[src/acrz_pkg.sv]
package acrz_pkg;

	// ************************************************************
	// Widths and field positions of the first setup register.
	// ************************************************************
	localparam int DATA_W = 12;
	localparam int REG_W = 10;
	localparam int TRIG_W = 5;
	localparam int BIT_REF_EXT = 0;
	localparam int BIT_SINGLE = 1;
	localparam int BIT_PD = 2;
	localparam int BIT_CHSEL_LO = 3;
	localparam int BIT_CHSEL_HI = 4;
	localparam int BIT_DIFF_LO = 5;
	localparam int BIT_DIFF_HI = 6;
	localparam int BIT_SCAN = 7;
	localparam int BIT_TEST_LO = 8;
	localparam int BIT_TEST_HI = 9;
	localparam int BIT_SEL_LO = 10;
	localparam int BIT_SEL_HI = 11;
	localparam logic [1:0] SETUP_A_SELECT = 2'h0;
	localparam logic [REG_W-1:0] SETUP_A_RESET = 10'h020;
	localparam logic [1:0] TEST_NONE = 2'h0;

	// ************************************************************
	// Sample buffer and timing.
	// ************************************************************
	localparam int FIFO_DEPTH = 16;
	localparam int CLK_PERIOD_NS = 40;
	localparam int CONV_TIME_NS = 160;
	localparam int CONV_CYCLES = (CONV_TIME_NS + CLK_PERIOD_NS - 1) / CLK_PERIOD_NS;
	localparam int READY_PULSE_NS = 80;
	localparam int READY_PULSE_CYCLES = READY_PULSE_NS / CLK_PERIOD_NS;
	localparam logic [DATA_W-1:0] TEST_CODE_HIGH = 12'hFFF;
	localparam logic [DATA_W-1:0] TEST_CODE_MID = 12'h800;
	localparam logic [DATA_W-1:0] TEST_CODE_LOW = 12'h000;

	// ************************************************************
	// Physical input codes.
	// ************************************************************
	localparam logic [2:0] CH_A_POS = 3'h0;
	localparam logic [2:0] CH_A_NEG = 3'h1;
	localparam logic [2:0] CH_B_POS = 3'h2;
	localparam logic [2:0] CH_B_NEG = 3'h3;
	localparam logic [2:0] CH_A_DIFF = 3'h4;
	localparam logic [2:0] CH_B_DIFF = 3'h5;

	typedef enum logic [1:0] {
		ST_IDLE,
		ST_CONVERT,
		ST_STORE
	} acrz_state_t;

endpackage

[src/acrz_pin_sync.sv]
`timescale 1ns/1ps
`default_nettype none

// ************************************************************
// Three-stage pin synchroniser with agreement filter.
// ************************************************************
module acrz_pin_sync #(
	parameter int W = 3,
	parameter logic [W-1:0] INIT = '1
) (
	input wire logic clk,
	input wire logic sys_rst,
	input wire logic [W-1:0] pin_in,
	output logic [W-1:0] level,
	output logic [W-1:0] rise,
	output logic [W-1:0] fall
);
	logic [W-1:0] s1_reg;
	logic [W-1:0] s2_reg;
	logic [W-1:0] s3_reg;
	logic [W-1:0] level_reg;
	logic [W-1:0] level_next;
	logic [W-1:0] prev_reg;

	// A change counts only once the second and third stages agree.
	assign level_next = (s2_reg == s3_reg) ? s3_reg : level_reg;

	always_ff @(posedge clk or posedge sys_rst) begin
		if (sys_rst) begin
			s1_reg <= INIT;
			s2_reg <= INIT;
			s3_reg <= INIT;
			level_reg <= INIT;
			prev_reg <= INIT;
		end else begin
			s1_reg <= pin_in;
			s2_reg <= s1_reg;
			s3_reg <= s2_reg;
			level_reg <= level_next;
			prev_reg <= level_reg;
		end
	end

	assign level = level_reg;
	assign rise = level_reg & ~prev_reg;
	assign fall = ~level_reg & prev_reg;
endmodule

`default_nettype wire

[src/acrz_top.sv]
`timescale 1ns/1ps
`default_nettype none

// Operation
// Position 0 low picks internal reference, high picks external reference.
// Position 1 low selects continuous conversion paced by the pace clock.
// Continuous mode stores one new sample per falling pace-clock edge.
// Position 1 high turns the pace pin into a host-pulsed start input.
// Start falling edge holds all inputs together, then converts selected channels in turn.
// Data-available output asserts once the buffer trigger condition is met.
// Position 2 low runs the converter; high powers it down.
// Power-down still allows register writes, output reads and buffer readout.
// Bits 3 and 4 pick the single input channel; reset zero.
// Bits 5 and 6 give differential count; reset bit5 one, bit6 zero.
// Bit 7 enables automatic multi-input scanning; reset zero.
// Bits 8 and 9 select normal or one of three test voltages.
// Data-available stays inactive whenever any test mode is selected.
// Host reads test results without waiting for data-available.
// Host repeats full initialization to leave test mode.
// Host writes this register with data bits 11 and 10 both zero.
// Trigger met when samples written since last trigger equal trigger level.
// Data-available is an active-low pulse; host then reads trigger-level samples.
// Reset loads all fields zero except differential count low bit one.
module acrz_top
	import acrz_pkg::*;
#(
	parameter int DEPTH = FIFO_DEPTH,
	parameter int CONV_CYC = CONV_CYCLES,
	parameter int PULSE_CYC = READY_PULSE_CYCLES
) (
	input wire logic clk,
	input wire logic sys_rst,
	input wire logic host_wr_n,
	input wire logic host_rd_n,
	input wire logic [DATA_W-1:0] host_data_in,
	output logic [DATA_W-1:0] host_data_out,
	output logic host_data_oe,
	input wire logic conversion_pace_clock,
	input wire logic [TRIG_W-1:0] trigger_level,
	input wire logic [DATA_W-1:0] sample_in,
	output logic ref_external,
	output logic converter_enable,
	output logic hold_all,
	output logic convert_strobe,
	output logic [2:0] active_channel,
	output logic [1:0] check_voltage_sel,
	output logic samples_ready_flag_n,
	output logic buffer_overflow,
	output logic [REG_W-1:0] setup_value
);
	localparam int PW = $clog2(DEPTH);
	localparam int CW = $clog2(CONV_CYC + 1);
	localparam int QW = $clog2(PULSE_CYC + 1);

	// ************************************************************
	// Scan sequence decoding.
	// ************************************************************
	function automatic logic [2:0] seq_len(input logic [REG_W-1:0] cfg);
		logic [4:0] sel;
		sel = {cfg[BIT_SCAN], cfg[BIT_DIFF_HI], cfg[BIT_DIFF_LO], cfg[BIT_CHSEL_HI],
			cfg[BIT_CHSEL_LO]};
		case (sel)
			5'h11: seq_len = 3'h2;
			5'h12: seq_len = 3'h3;
			5'h13: seq_len = 3'h4;
			5'h15: seq_len = 3'h2;
			5'h16: seq_len = 3'h3;
			5'h19: seq_len = 3'h2;
			default: seq_len = 3'h1;
		endcase
	endfunction

	function automatic logic [2:0] seq_chan(input logic [REG_W-1:0] cfg, input logic [1:0] idx);
		logic [4:0] sel;
		sel = {cfg[BIT_SCAN], cfg[BIT_DIFF_HI], cfg[BIT_DIFF_LO], cfg[BIT_CHSEL_HI],
			cfg[BIT_CHSEL_LO]};
		case (sel)
			5'h00, 5'h01, 5'h02, 5'h03: seq_chan = {1'b0, sel[1:0]};
			5'h04: seq_chan = CH_A_DIFF;
			5'h05: seq_chan = CH_B_DIFF;
			5'h11, 5'h12, 5'h13: seq_chan = {1'b0, idx};
			5'h15: seq_chan = (idx == 2'h0) ? CH_A_POS : CH_B_DIFF;
			5'h16: seq_chan = (idx == 2'h2) ? CH_B_DIFF : {1'b0, idx};
			5'h19: seq_chan = (idx == 2'h0) ? CH_A_DIFF : CH_B_DIFF;
			default: seq_chan = CH_A_POS;
		endcase
	endfunction

	// ************************************************************
	// Pin synchronisers.
	// ************************************************************
	logic [2:0] pin_level;
	logic [2:0] pin_rise;
	logic [2:0] pin_fall;

	acrz_pin_sync #(
		.W(3),
		.INIT(3'h7)
	) u_sync (
		.clk(clk),
		.sys_rst(sys_rst),
		.pin_in({conversion_pace_clock, host_rd_n, host_wr_n}),
		.level(pin_level),
		.rise(pin_rise),
		.fall(pin_fall)
	);

	// ************************************************************
	// Setup register write.
	// ************************************************************
	logic [REG_W-1:0] converter_setup_register_a_reg;
	wire reg_select_lo = host_data_in[BIT_SEL_LO];
	wire reg_select_hi = host_data_in[BIT_SEL_HI];
	// The host must hold its data until the write strobe has been seen through the synchroniser.
	wire setup_a_hit = pin_rise[0] && ({reg_select_hi, reg_select_lo} == SETUP_A_SELECT);

	always_ff @(posedge clk or posedge sys_rst) begin
		if (sys_rst) begin
			converter_setup_register_a_reg <= SETUP_A_RESET;
		end else if (setup_a_hit) begin
			converter_setup_register_a_reg <= host_data_in[REG_W-1:0];
		end
	end

	wire [REG_W-1:0] cfg = converter_setup_register_a_reg;
	wire single_mode = cfg[BIT_SINGLE];
	wire power_down_ctl = cfg[BIT_PD];
	wire [1:0] check_sel = {cfg[BIT_TEST_HI], cfg[BIT_TEST_LO]};
	wire test_active = (check_sel != TEST_NONE);
	wire [2:0] cur_len = seq_len(cfg);

	assign setup_value = converter_setup_register_a_reg;
	assign ref_external = cfg[BIT_REF_EXT];
	assign converter_enable = ~power_down_ctl;
	assign check_voltage_sel = check_sel;

	// ************************************************************
	// Conversion sequencer.
	// ************************************************************
	acrz_state_t state_reg;
	acrz_state_t state_next;
	logic [CW-1:0] cyc_reg;
	logic [1:0] idx_reg;
	logic [1:0] idx_next;
	logic hold_reg;
	logic [2:0] chan_reg;
	logic [DATA_W-1:0] result_reg;

	// Edges are dropped while a conversion is under way or the converter sleeps.
	wire start_event = pin_fall[2] && !power_down_ctl && (state_reg == ST_IDLE);
	wire conv_done = (cyc_reg == CW'(CONV_CYC - 1));
	wire idx_wrap = ({1'b0, idx_reg} + 3'h1 >= cur_len);
	wire [1:0] idx_inc = idx_wrap ? 2'h0 : idx_reg + 2'h1;
	wire push = (state_reg == ST_STORE);
	wire [DATA_W-1:0] test_code = (check_sel == 2'h1) ? TEST_CODE_HIGH :
		(check_sel == 2'h2) ? TEST_CODE_MID : TEST_CODE_LOW;
	wire [DATA_W-1:0] store_value = test_active ? test_code : result_reg;

	always_comb begin
		state_next = state_reg;
		idx_next = idx_reg;
		case (state_reg)
			ST_IDLE: begin
				if (start_event) begin
					state_next = ST_CONVERT;
					idx_next = single_mode ? 2'h0 : idx_reg;
				end else if (setup_a_hit) begin
					idx_next = 2'h0;
				end
			end
			ST_CONVERT: begin
				if (conv_done) begin
					state_next = ST_STORE;
				end
			end
			ST_STORE: begin
				idx_next = idx_inc;
				if (single_mode && !idx_wrap) begin
					state_next = ST_CONVERT;
				end else begin
					state_next = ST_IDLE;
				end
			end
			default: begin
				state_next = ST_IDLE;
				idx_next = 2'h0;
			end
		endcase
	end

	always_ff @(posedge clk or posedge sys_rst) begin
		if (sys_rst) begin
			state_reg <= ST_IDLE;
			idx_reg <= 2'h0;
			cyc_reg <= '0;
			hold_reg <= 1'b0;
			chan_reg <= CH_A_POS;
			result_reg <= '0;
		end else begin
			state_reg <= state_next;
			idx_reg <= idx_next;
			cyc_reg <= (state_reg == ST_CONVERT && !conv_done) ? cyc_reg + CW'(1) : '0;
			hold_reg <= start_event && single_mode;
			chan_reg <= seq_chan(cfg, idx_next);
			if (state_reg == ST_CONVERT && conv_done) begin
				result_reg <= sample_in;
			end
		end
	end

	assign hold_all = hold_reg;
	assign active_channel = chan_reg;
	assign convert_strobe = (state_reg == ST_CONVERT) && (cyc_reg == '0);

	// ************************************************************
	// Circular sample buffer.
	// ************************************************************
	logic [DATA_W-1:0] mem [DEPTH];
	logic [PW-1:0] wr_ptr_reg;
	logic [PW-1:0] rd_ptr_reg;
	logic [PW:0] count_reg;
	logic overflow_reg;
	logic [DATA_W-1:0] out_reg;

	wire full = (count_reg == (PW+1)'(DEPTH));
	wire empty = (count_reg == '0);
	// Readout stays live in power-down, so a sleeping converter can still be drained.
	wire pop = pin_rise[1] && !empty;
	// A full buffer overwrites its oldest entry rather than stall the converter.
	wire drop_oldest = push && full && !pop;

	always_ff @(posedge clk) begin
		if (push) begin
			mem[wr_ptr_reg] <= store_value;
		end
	end

	always_ff @(posedge clk or posedge sys_rst) begin
		if (sys_rst) begin
			wr_ptr_reg <= '0;
			rd_ptr_reg <= '0;
			count_reg <= '0;
			overflow_reg <= 1'b0;
			out_reg <= '0;
		end else begin
			if (push) begin
				wr_ptr_reg <= wr_ptr_reg + PW'(1);
			end
			if (pop || drop_oldest) begin
				rd_ptr_reg <= rd_ptr_reg + PW'(1);
			end
			if (push && !pop && !full) begin
				count_reg <= count_reg + (PW+1)'(1);
			end else if (pop && !push) begin
				count_reg <= count_reg - (PW+1)'(1);
			end
			if (drop_oldest) begin
				overflow_reg <= 1'b1;
			end else if (setup_a_hit) begin
				overflow_reg <= 1'b0;
			end
			if (pin_fall[1]) begin
				out_reg <= mem[rd_ptr_reg];
			end
		end
	end

	assign host_data_out = out_reg;
	assign host_data_oe = ~pin_level[1];
	assign buffer_overflow = overflow_reg;

	// ************************************************************
	// Data-available pulse.
	// ************************************************************
	logic [TRIG_W-1:0] trig_cnt_reg;
	logic [QW-1:0] pulse_reg;
	logic ready_n_reg;

	wire [TRIG_W-1:0] level_eff = (trigger_level == '0) ? TRIG_W'(1) : trigger_level;
	wire trig_hit = push && (trig_cnt_reg + TRIG_W'(1) >= level_eff);

	always_ff @(posedge clk or posedge sys_rst) begin
		if (sys_rst) begin
			trig_cnt_reg <= '0;
			pulse_reg <= '0;
			ready_n_reg <= 1'b1;
		end else begin
			if (test_active || trig_hit) begin
				trig_cnt_reg <= '0;
			end else if (push) begin
				trig_cnt_reg <= trig_cnt_reg + TRIG_W'(1);
			end
			if (test_active) begin
				pulse_reg <= '0;
			end else if (trig_hit) begin
				pulse_reg <= QW'(PULSE_CYC);
			end else if (pulse_reg != '0) begin
				pulse_reg <= pulse_reg - QW'(1);
			end
			ready_n_reg <= test_active || !(trig_hit || pulse_reg > QW'(1));
		end
	end

	assign samples_ready_flag_n = ready_n_reg;
endmodule

`default_nettype wire
[config.mk]
export PLATFORM = sky130hd
export DESIGN_NAME = acrz_top
export DESIGN_NICKNAME = d
export VERILOG_FILES = /design/src/acrz_pkg.sv /design/src/acrz_pin_sync.sv /design/src/acrz_top.sv
export SDC_FILE = /design/constraint.sdc
export NUM_CORES = 1
export LEC_CHECK = 0
export ABC_AREA = 1
export BUFFER_PORTS_ARGS = -buffer_cell sky130_fd_sc_hd__buf_2
export CAP_MARGIN = 20
export CORE_MARGIN = 3
export CORE_UTILIZATION = 57
export CTS_CLUSTER_DIAMETER = 40
export DETAILED_ROUTE_END_ITERATION = 7
export GPL_TIMING_DRIVEN = 0
export PLACE_DENSITY = 0.78
export SYNTH_ARGS = -nofsm -noshare
export SYNTH_HDL_FRONTEND = slang
export SYNTH_HIERARCHICAL = 1
export SYNTH_SLANG_ARGS = --single-unit
[constraint.sdc]
create_clock -name clk -period 5.1 [get_ports clk]
set_input_delay 0 -clock clk [delete_from_list [all_inputs] [get_ports clk]]
set_output_delay 0 -clock clk [all_outputs]
set_load 0.01 [all_outputs]
==> qor.csv, run 1 <==
stage,metric,value,unit
pwr,pwr-share-clk,28.8,%
pwr,swShare,36.97,%
sta,relSlewSlack,18.49,%
worst_setup_path,worstSetupPathDepth,6,
layout,area_delta_synth_final,20.96,%
pwr,vdd_drop_max,0.3501,mV
worst_setup_path,cpPeakStageDelay,0.94,ns
sta,drv_slew,0,
place,place_hpwl,19.11,mm
global_route,antenna_found_initial,0,
sta,finClkSkew,0.01056,ns
place,place_inst,1432,
logic_synthesis,syn_nets,1139,
global_route,grt_first_pass_wirelength,47.02,mm
worst_setup_path,crit_path_top_delay_cell,nor2_1,
clocking,clk_path_buf_depth,3,
logic_synthesis,syn-cell-area,11770,um2
layout,fin_cells,1535,
worst_setup_path,cp_cell_sequence,inv_1 -> nand2_2 -> inv_2 -> buf_2 -> nand2_1 -> nor2_1,
sta,finalCritPeriodShare,51.94,%
pwr,p_sw,3.234,mW
worst_setup_path,critical_path_required,5.21,ns
layout,n_antenna_cell,0,
place,gp_congestion,0.8799,
layout,post-route-util,71.74,%
die,start_util,59.31,%
sta,period_minus_slack,2.649,ns
sta,grt_setup_unrepaired,no,
layout,finalNetCount,1304,
drt,viasPerCell,5.764,
worst_setup_path,crit_fanout,12,
global_route,first_global_vias,9030,
sta,worst_pin_slew,1.218,ns
drt,drtIter0Drc,852,
global_route,grtUsageTotal,27.39,%
logic_synthesis,avgSynthCellArea,10.91,um2
sta,setup_tns,0,ns
die,ioPinCount,68,
worst_setup_path,cp_top_family,simple AND/OR/NAND/NOR gates,
pwr,p_comb_share,34.4,%
drt,wl_per_cell,19.70,um
hold_path,hold_class,input port to register,
layout,largest_reg_flops,192,
global_route,grt_max_degree,68,
worst_setup_path,critical_path_buf_inv_count,3,
die,fp.dieH,149.7,um
drt,dr.pass1.iters,6,
layout,drive_gt1_share,17.80,%
pwr,internal-power,5.513,mW
clocking,clk_latency,0.51,ns
clocking,path_clk_slew,0.06,ns
run,max_cap_viol_count,0,
clocking,cts_tree,done,
clocking,cts.htree.levels,2,
logic_synthesis,ys.warnings.count,6,
status,status,completed,
drt,ant_nets,0,
worst_setup_path,critPathKind,register to register,
sta,finalHoldViolCount,0,
global_route,grt_overflow,0,
clocking,cts_num_sinks,274,
worst_setup_path,rr_worst_depth,6,
pwr,p_per_area,614.4,nW/um2
logic_synthesis,synthCells,1079,
drt,vias,8847,
hold_path,whs_path_depth,5,
worst_setup_path,cp-end-kind,register,
drt,drc,0,
pwr,seq_power_share,36.8,%
clocking,numCtsBuffers,36,
worst_setup_path,worstSetupStartpointType,register,
worst_setup_path,cp.arrival,2.76,ns
sta,finalSetupViolCount,0,
drt,drt-total-wl,30.23,mm
sta,fmax,377.5,MHz
place,io_buffers,67,
die,die_x,149.7,um
pwr,p_leak,5.887,nW
die,core,19850,um2
die,fp-row-count,51,
die,fp.dieArea,22410,um2
clocking,clock-root-buffer,clkbuf_16,
## final timing paths
check / from / to / slack [ns]
min reg2reg: u_sync/s1_reg[1] / u_sync/s2_reg[1] / 0.35
min in group asynchronous: sys_rst / trig_cnt_reg[1] / 0.26
max reg2reg: state_reg[0] / mem[10][4] / 2.45
max: state_reg[0] / mem[10][4] / 2.45
min: host_data_in[10] / setup_value[0] / 0.02
max in group asynchronous: sys_rst / result_reg[2] / 4.25
## timing repair
action | 4_1_cts | 5_1_grt
buffers inserted | 0 | 0
hold buffers | 33 | 0
resized for setup | 0 | 0
endpoints found under the hold margin | 105 | 0
## layer usage
layer,vias up,GRT usage (%),share of wire [%]
met5,-,0,0
met2,506,46.43,50
met3,129,5.088,8.3
met1,4201,33.49,37
li1,4011,-,-
met4,0,14.73,5.5
## layout make-up
type | count | area [um2]
Multi-Input combinational cell | 677 | 3359
Clock buffer | 43 | 948.4
Fill cell | 1261 | 5608
Timing Repair Buffer | 127 | 932.1
Sequential cell | 274 | 7839
Buffer | 47 | 272.8
Inverter | 81 | 311.5
Tap cell | 265 | 331.6
Clock inverter | 21 | 242.7
## layout by cell type, fill, tap and decap left out, types with 5 or more instances in the layout
cell	instances
a21boi_0	16
clkbuf_1	15
inv_1	76
o21ai_1	13
xor2_1	12
o22ai_1	16
dfstp_2	17
dlygate4sd3_1	33
nand2_1	270
dfrtp_1	65
o21ai_0	74
a21oi_1	40
buf_2	92
nand2_2	7
inv_6	5
nor2_1	94
clkbuf_16	37
nand3_1	63
edfxtp_1	192
clkinv_2	5
nand4_1	17
ha_1	25
buf_6	19
buf_4	17
## worst min-delay path, cell delays in order
cell	delay, ns
buf_2	0.09
nor2_1	0.04
nand2_1	0.23
nand2_1	0.08
nand2_1	0.05
## power groups by stage
stage / clock [mW] / sequential, mW / combinational, mW
after floorplan: 0 / 3.27 / 1.71
after global placement: 0 / 3.28 / 2.62
after detailed placement: 0 / 3.25 / 2.88
after CTS: 2.53 / 3.21 / 2.94
after global routing: 2.62 / 3.25 / 3.29
final: 2.52 / 3.22 / 3.01
## per-stage QoR
| step | area [um2] | total power [mW] | hold WS [ns] | setup slack (ns) |
|---|---|---|---|---|
| final | 14240 | 8.747 | 0.02232 | 2.451 |
| after global routing | 14240 | 9.168 | 0.08644 | 2.345 |
| after CTS | 14180 | 8.677 | 0.02435 | 2.422 |
| after detailed placement | 12660 | 6.133 | 0.1092 | 2.473 |
| after global placement | 12440 | 5.895 | 0.1063 | 1.803 |
| after floorplan | 11770 | 4.980 | 0.004478 | 3.023 |
No activity file was read; power rests on OpenSTA's default activity.
==> run 2, diff against run 1 <==
- ABC_AREA: 1 -> 0
- clock period: 5.1 -> 2.5 ns (I/O delays scaled with it)
==> qor.csv, run 2 <==
stage,metric,value,unit
pwr,swShare,32.15,%
pwr,p_leak,5.319,nW
layout,n_antenna_cell,0,
hold_path,whs_path_depth,2,
global_route,antenna_found_initial,0,
drt,viasPerCell,5.882,
global_route,grt_max_degree,68,
layout,drive_gt1_share,28.29,%
global_route,grtUsageTotal,23.49,%
place,place_hpwl,15.45,mm
hold_path,hold_class,input port to register,
layout,num-fill-cells,1207,
sta,layout_setup_ws,-0.06593,ns
pwr,p_sw,5.362,mW
worst_setup_path,cp.arrival,2.97,ns
drt,drc,0,
drt,wl_per_cell,21.65,um
drt,dr.pass1.iters,5,
worst_setup_path,cp-end-kind,register,
worst_setup_path,critPathKind,register to register,
layout,largest_reg_flops,192,
clocking,numCtsBuffers,34,
sta,finClkSkew,0.01593,ns
sta,finalSetupViolCount,1,
clocking,cts_tree,done,
die,fp.dieArea,22070,um2
layout,area_delta_synth_final,19.43,%
sta,grt_setup_unrepaired,yes,
layout,finalNetCount,946,
sta,finalHoldViolCount,0,
drt,ant_nets,0,
clocking,clock-root-buffer,clkbuf_16,
global_route,first_global_vias,7250,
sta,relSlewSlack,37.54,%
drt,drtIter0Drc,431,
place,io_buffers,67,
worst_setup_path,critical_path_required,2.91,ns
drt,drt-total-wl,25.48,mm
pwr,vdd_drop_max,0.8808,mV
place,gp_congestion,0.8308,
global_route,grt_first_pass_wirelength,39.89,mm
global_route,grt_overflow,0,
logic_synthesis,avgSynthCellArea,15.36,um2
sta,worst_pin_slew,0.9369,ns
layout,final_common_cell,edfxtp_1,
logic_synthesis,syn_nets,814,
sta,setup_tns,-0.06593,ns
pwr,pwr-share-clk,30.3,%
drt,vias,6923,
layout,post-route-util,70.16,%
logic_synthesis,syn-cell-area,11580,um2
clocking,clk_latency,0.51,ns
clocking,path_clk_slew,0.06,ns
logic_synthesis,synthCells,754,
status,violations,setup timing,
die,fp-row-count,51,
die,fp.dieH,148.5,um
worst_setup_path,worstSetupStartpointType,register,
clocking,cts.htree.levels,2,
die,die_x,148.5,um
layout,most-common-layout-cells,"edfxtp_1 (192), nand2_1 (90), buf_2 (76)",
layout,multi_input_area,3513,um2
worst_setup_path,crit_fanout,5,
sta,fmax,389.7,MHz
layout,regArea,7843,um2
pwr,p_total,16.68,mW
logic_synthesis,ys.warnings.count,6,
run,max_cap_viol_count,0,
worst_setup_path,rr_worst_depth,9,
clocking,cts_num_sinks,274,
clocking,clk_path_buf_depth,3,
die,ioPinCount,68,
status,status,"finished, violations left",
pwr,seq_power_share,39.7,%
sta,period_minus_slack,2.566,ns
die,core,19720,um2
pwr,internal-power,11.32,mW
sta,finalCritPeriodShare,102.6,%
sta,drv_slew,0,
die,start_util,58.74,%
pwr,p_comb_share,30.0,%
pwr,p_per_area,1206,nW/um2
-- run 2: cell types whose count changed in the layout (fill, tap and decap cells not counted), moves of 13 or more --
| cell | previous run | this run |
|---|---|---|
| a21oi_1 | 40 | 7 |
| and2_1 | 1 | 15 |
| buf_2 | 92 | 76 |
| buf_6 | 19 | 2 |
| inv_1 | 76 | 30 |
| mux2_2 | 1 | 31 |
| mux2i_1 | 0 | 32 |
| mux4_2 | 0 | 32 |
| nand2_1 | 270 | 90 |
| nand3_1 | 63 | 15 |
| nor2_1 | 94 | 11 |
| o21ai_0 | 74 | 13 |
| o22ai_1 | 16 | 3 |
-- run 2: timing repair --
item	in CTS	in global routing
setup endpoints to repair	28	104
hold endpoints to repair	105	0
hold buffers	30	0
gates cloned	0	0
gates resized for setup	7	21
pin swaps	2	4
buffers inserted	1	1
-- run 2: area by class of cell --
cell class	instances	share of cell area (%)
Sequential cell	274	56.69
Multi-Input combinational cell	412	25.40
Clock buffer	44	7.028
Timing Repair Buffer	99	4.703
Tap cell	265	2.397
Clock inverter	18	1.538
Buffer	34	1.384
Inverter	31	0.8593
-- run 2: per-layer routing --
metal | global-route usage [%] | share of wire (%) | up-vias
met5 | 0 | 0 | -
met4 | 8.268 | 2.9 | 0
met3 | 4.449 | 6.9 | 51
met2 | 40.01 | 51 | 311
met1 | 30.56 | 39 | 3501
li1 | - | - | 3060
-- run 2: power groups by stage --
stage               Sequential, mW  Combinational, mW  Clock (mW)
floorplan                     6.62               3.27           0
global placement              6.58               4.53           0
detailed placement            6.62               4.78           0
CTS                           6.61               4.91        5.08
global route                  6.69               5.43        5.27
finish                        6.62               5.00        5.05
-- run 2: critical path: stages, from the launching register on --
cell      delay [ns]
dfrtp_2         0.46
nor4_4          0.38
and2_4          0.26
o21ai_4         0.10
buf_4           0.17
ha_1            0.35
a21oi_4         0.09
or3_1           0.34
a21boi_1        0.14
o221ai_1        0.19
-- run 2: worst paths after layout --
path,start,slack (ns),endpoint
worst min register to register,u_sync/s1_reg[2],0.36,u_sync/s2_reg[2]
max in group asynchronous,sys_rst,1.59,setup_value[4]
min in group asynchronous,sys_rst,0.26,trig_cnt_reg[4]
worst max-delay path,count_reg[2],-0.07,count_reg[4]
worst min-delay path,conversion_pace_clock,0.14,u_sync/s1_reg[2]
worst max register to register,count_reg[2],-0.07,count_reg[4]
-- run 2: per-stage QoR --
stage	hold WS, ns	std cells	area (um2)	worst slack (ns)
after floorplan	0.004478	754	11590	0.03272
after global placement	0.1074	1086	12260	-0.1430
after detailed placement	0.1069	1086	12260	-0.3222
after CTS	0.1301	1176	13760	-0.07133
after global routing	0.1429	1177	13830	-0.1831
final	0.1383	1177	13830	-0.06593
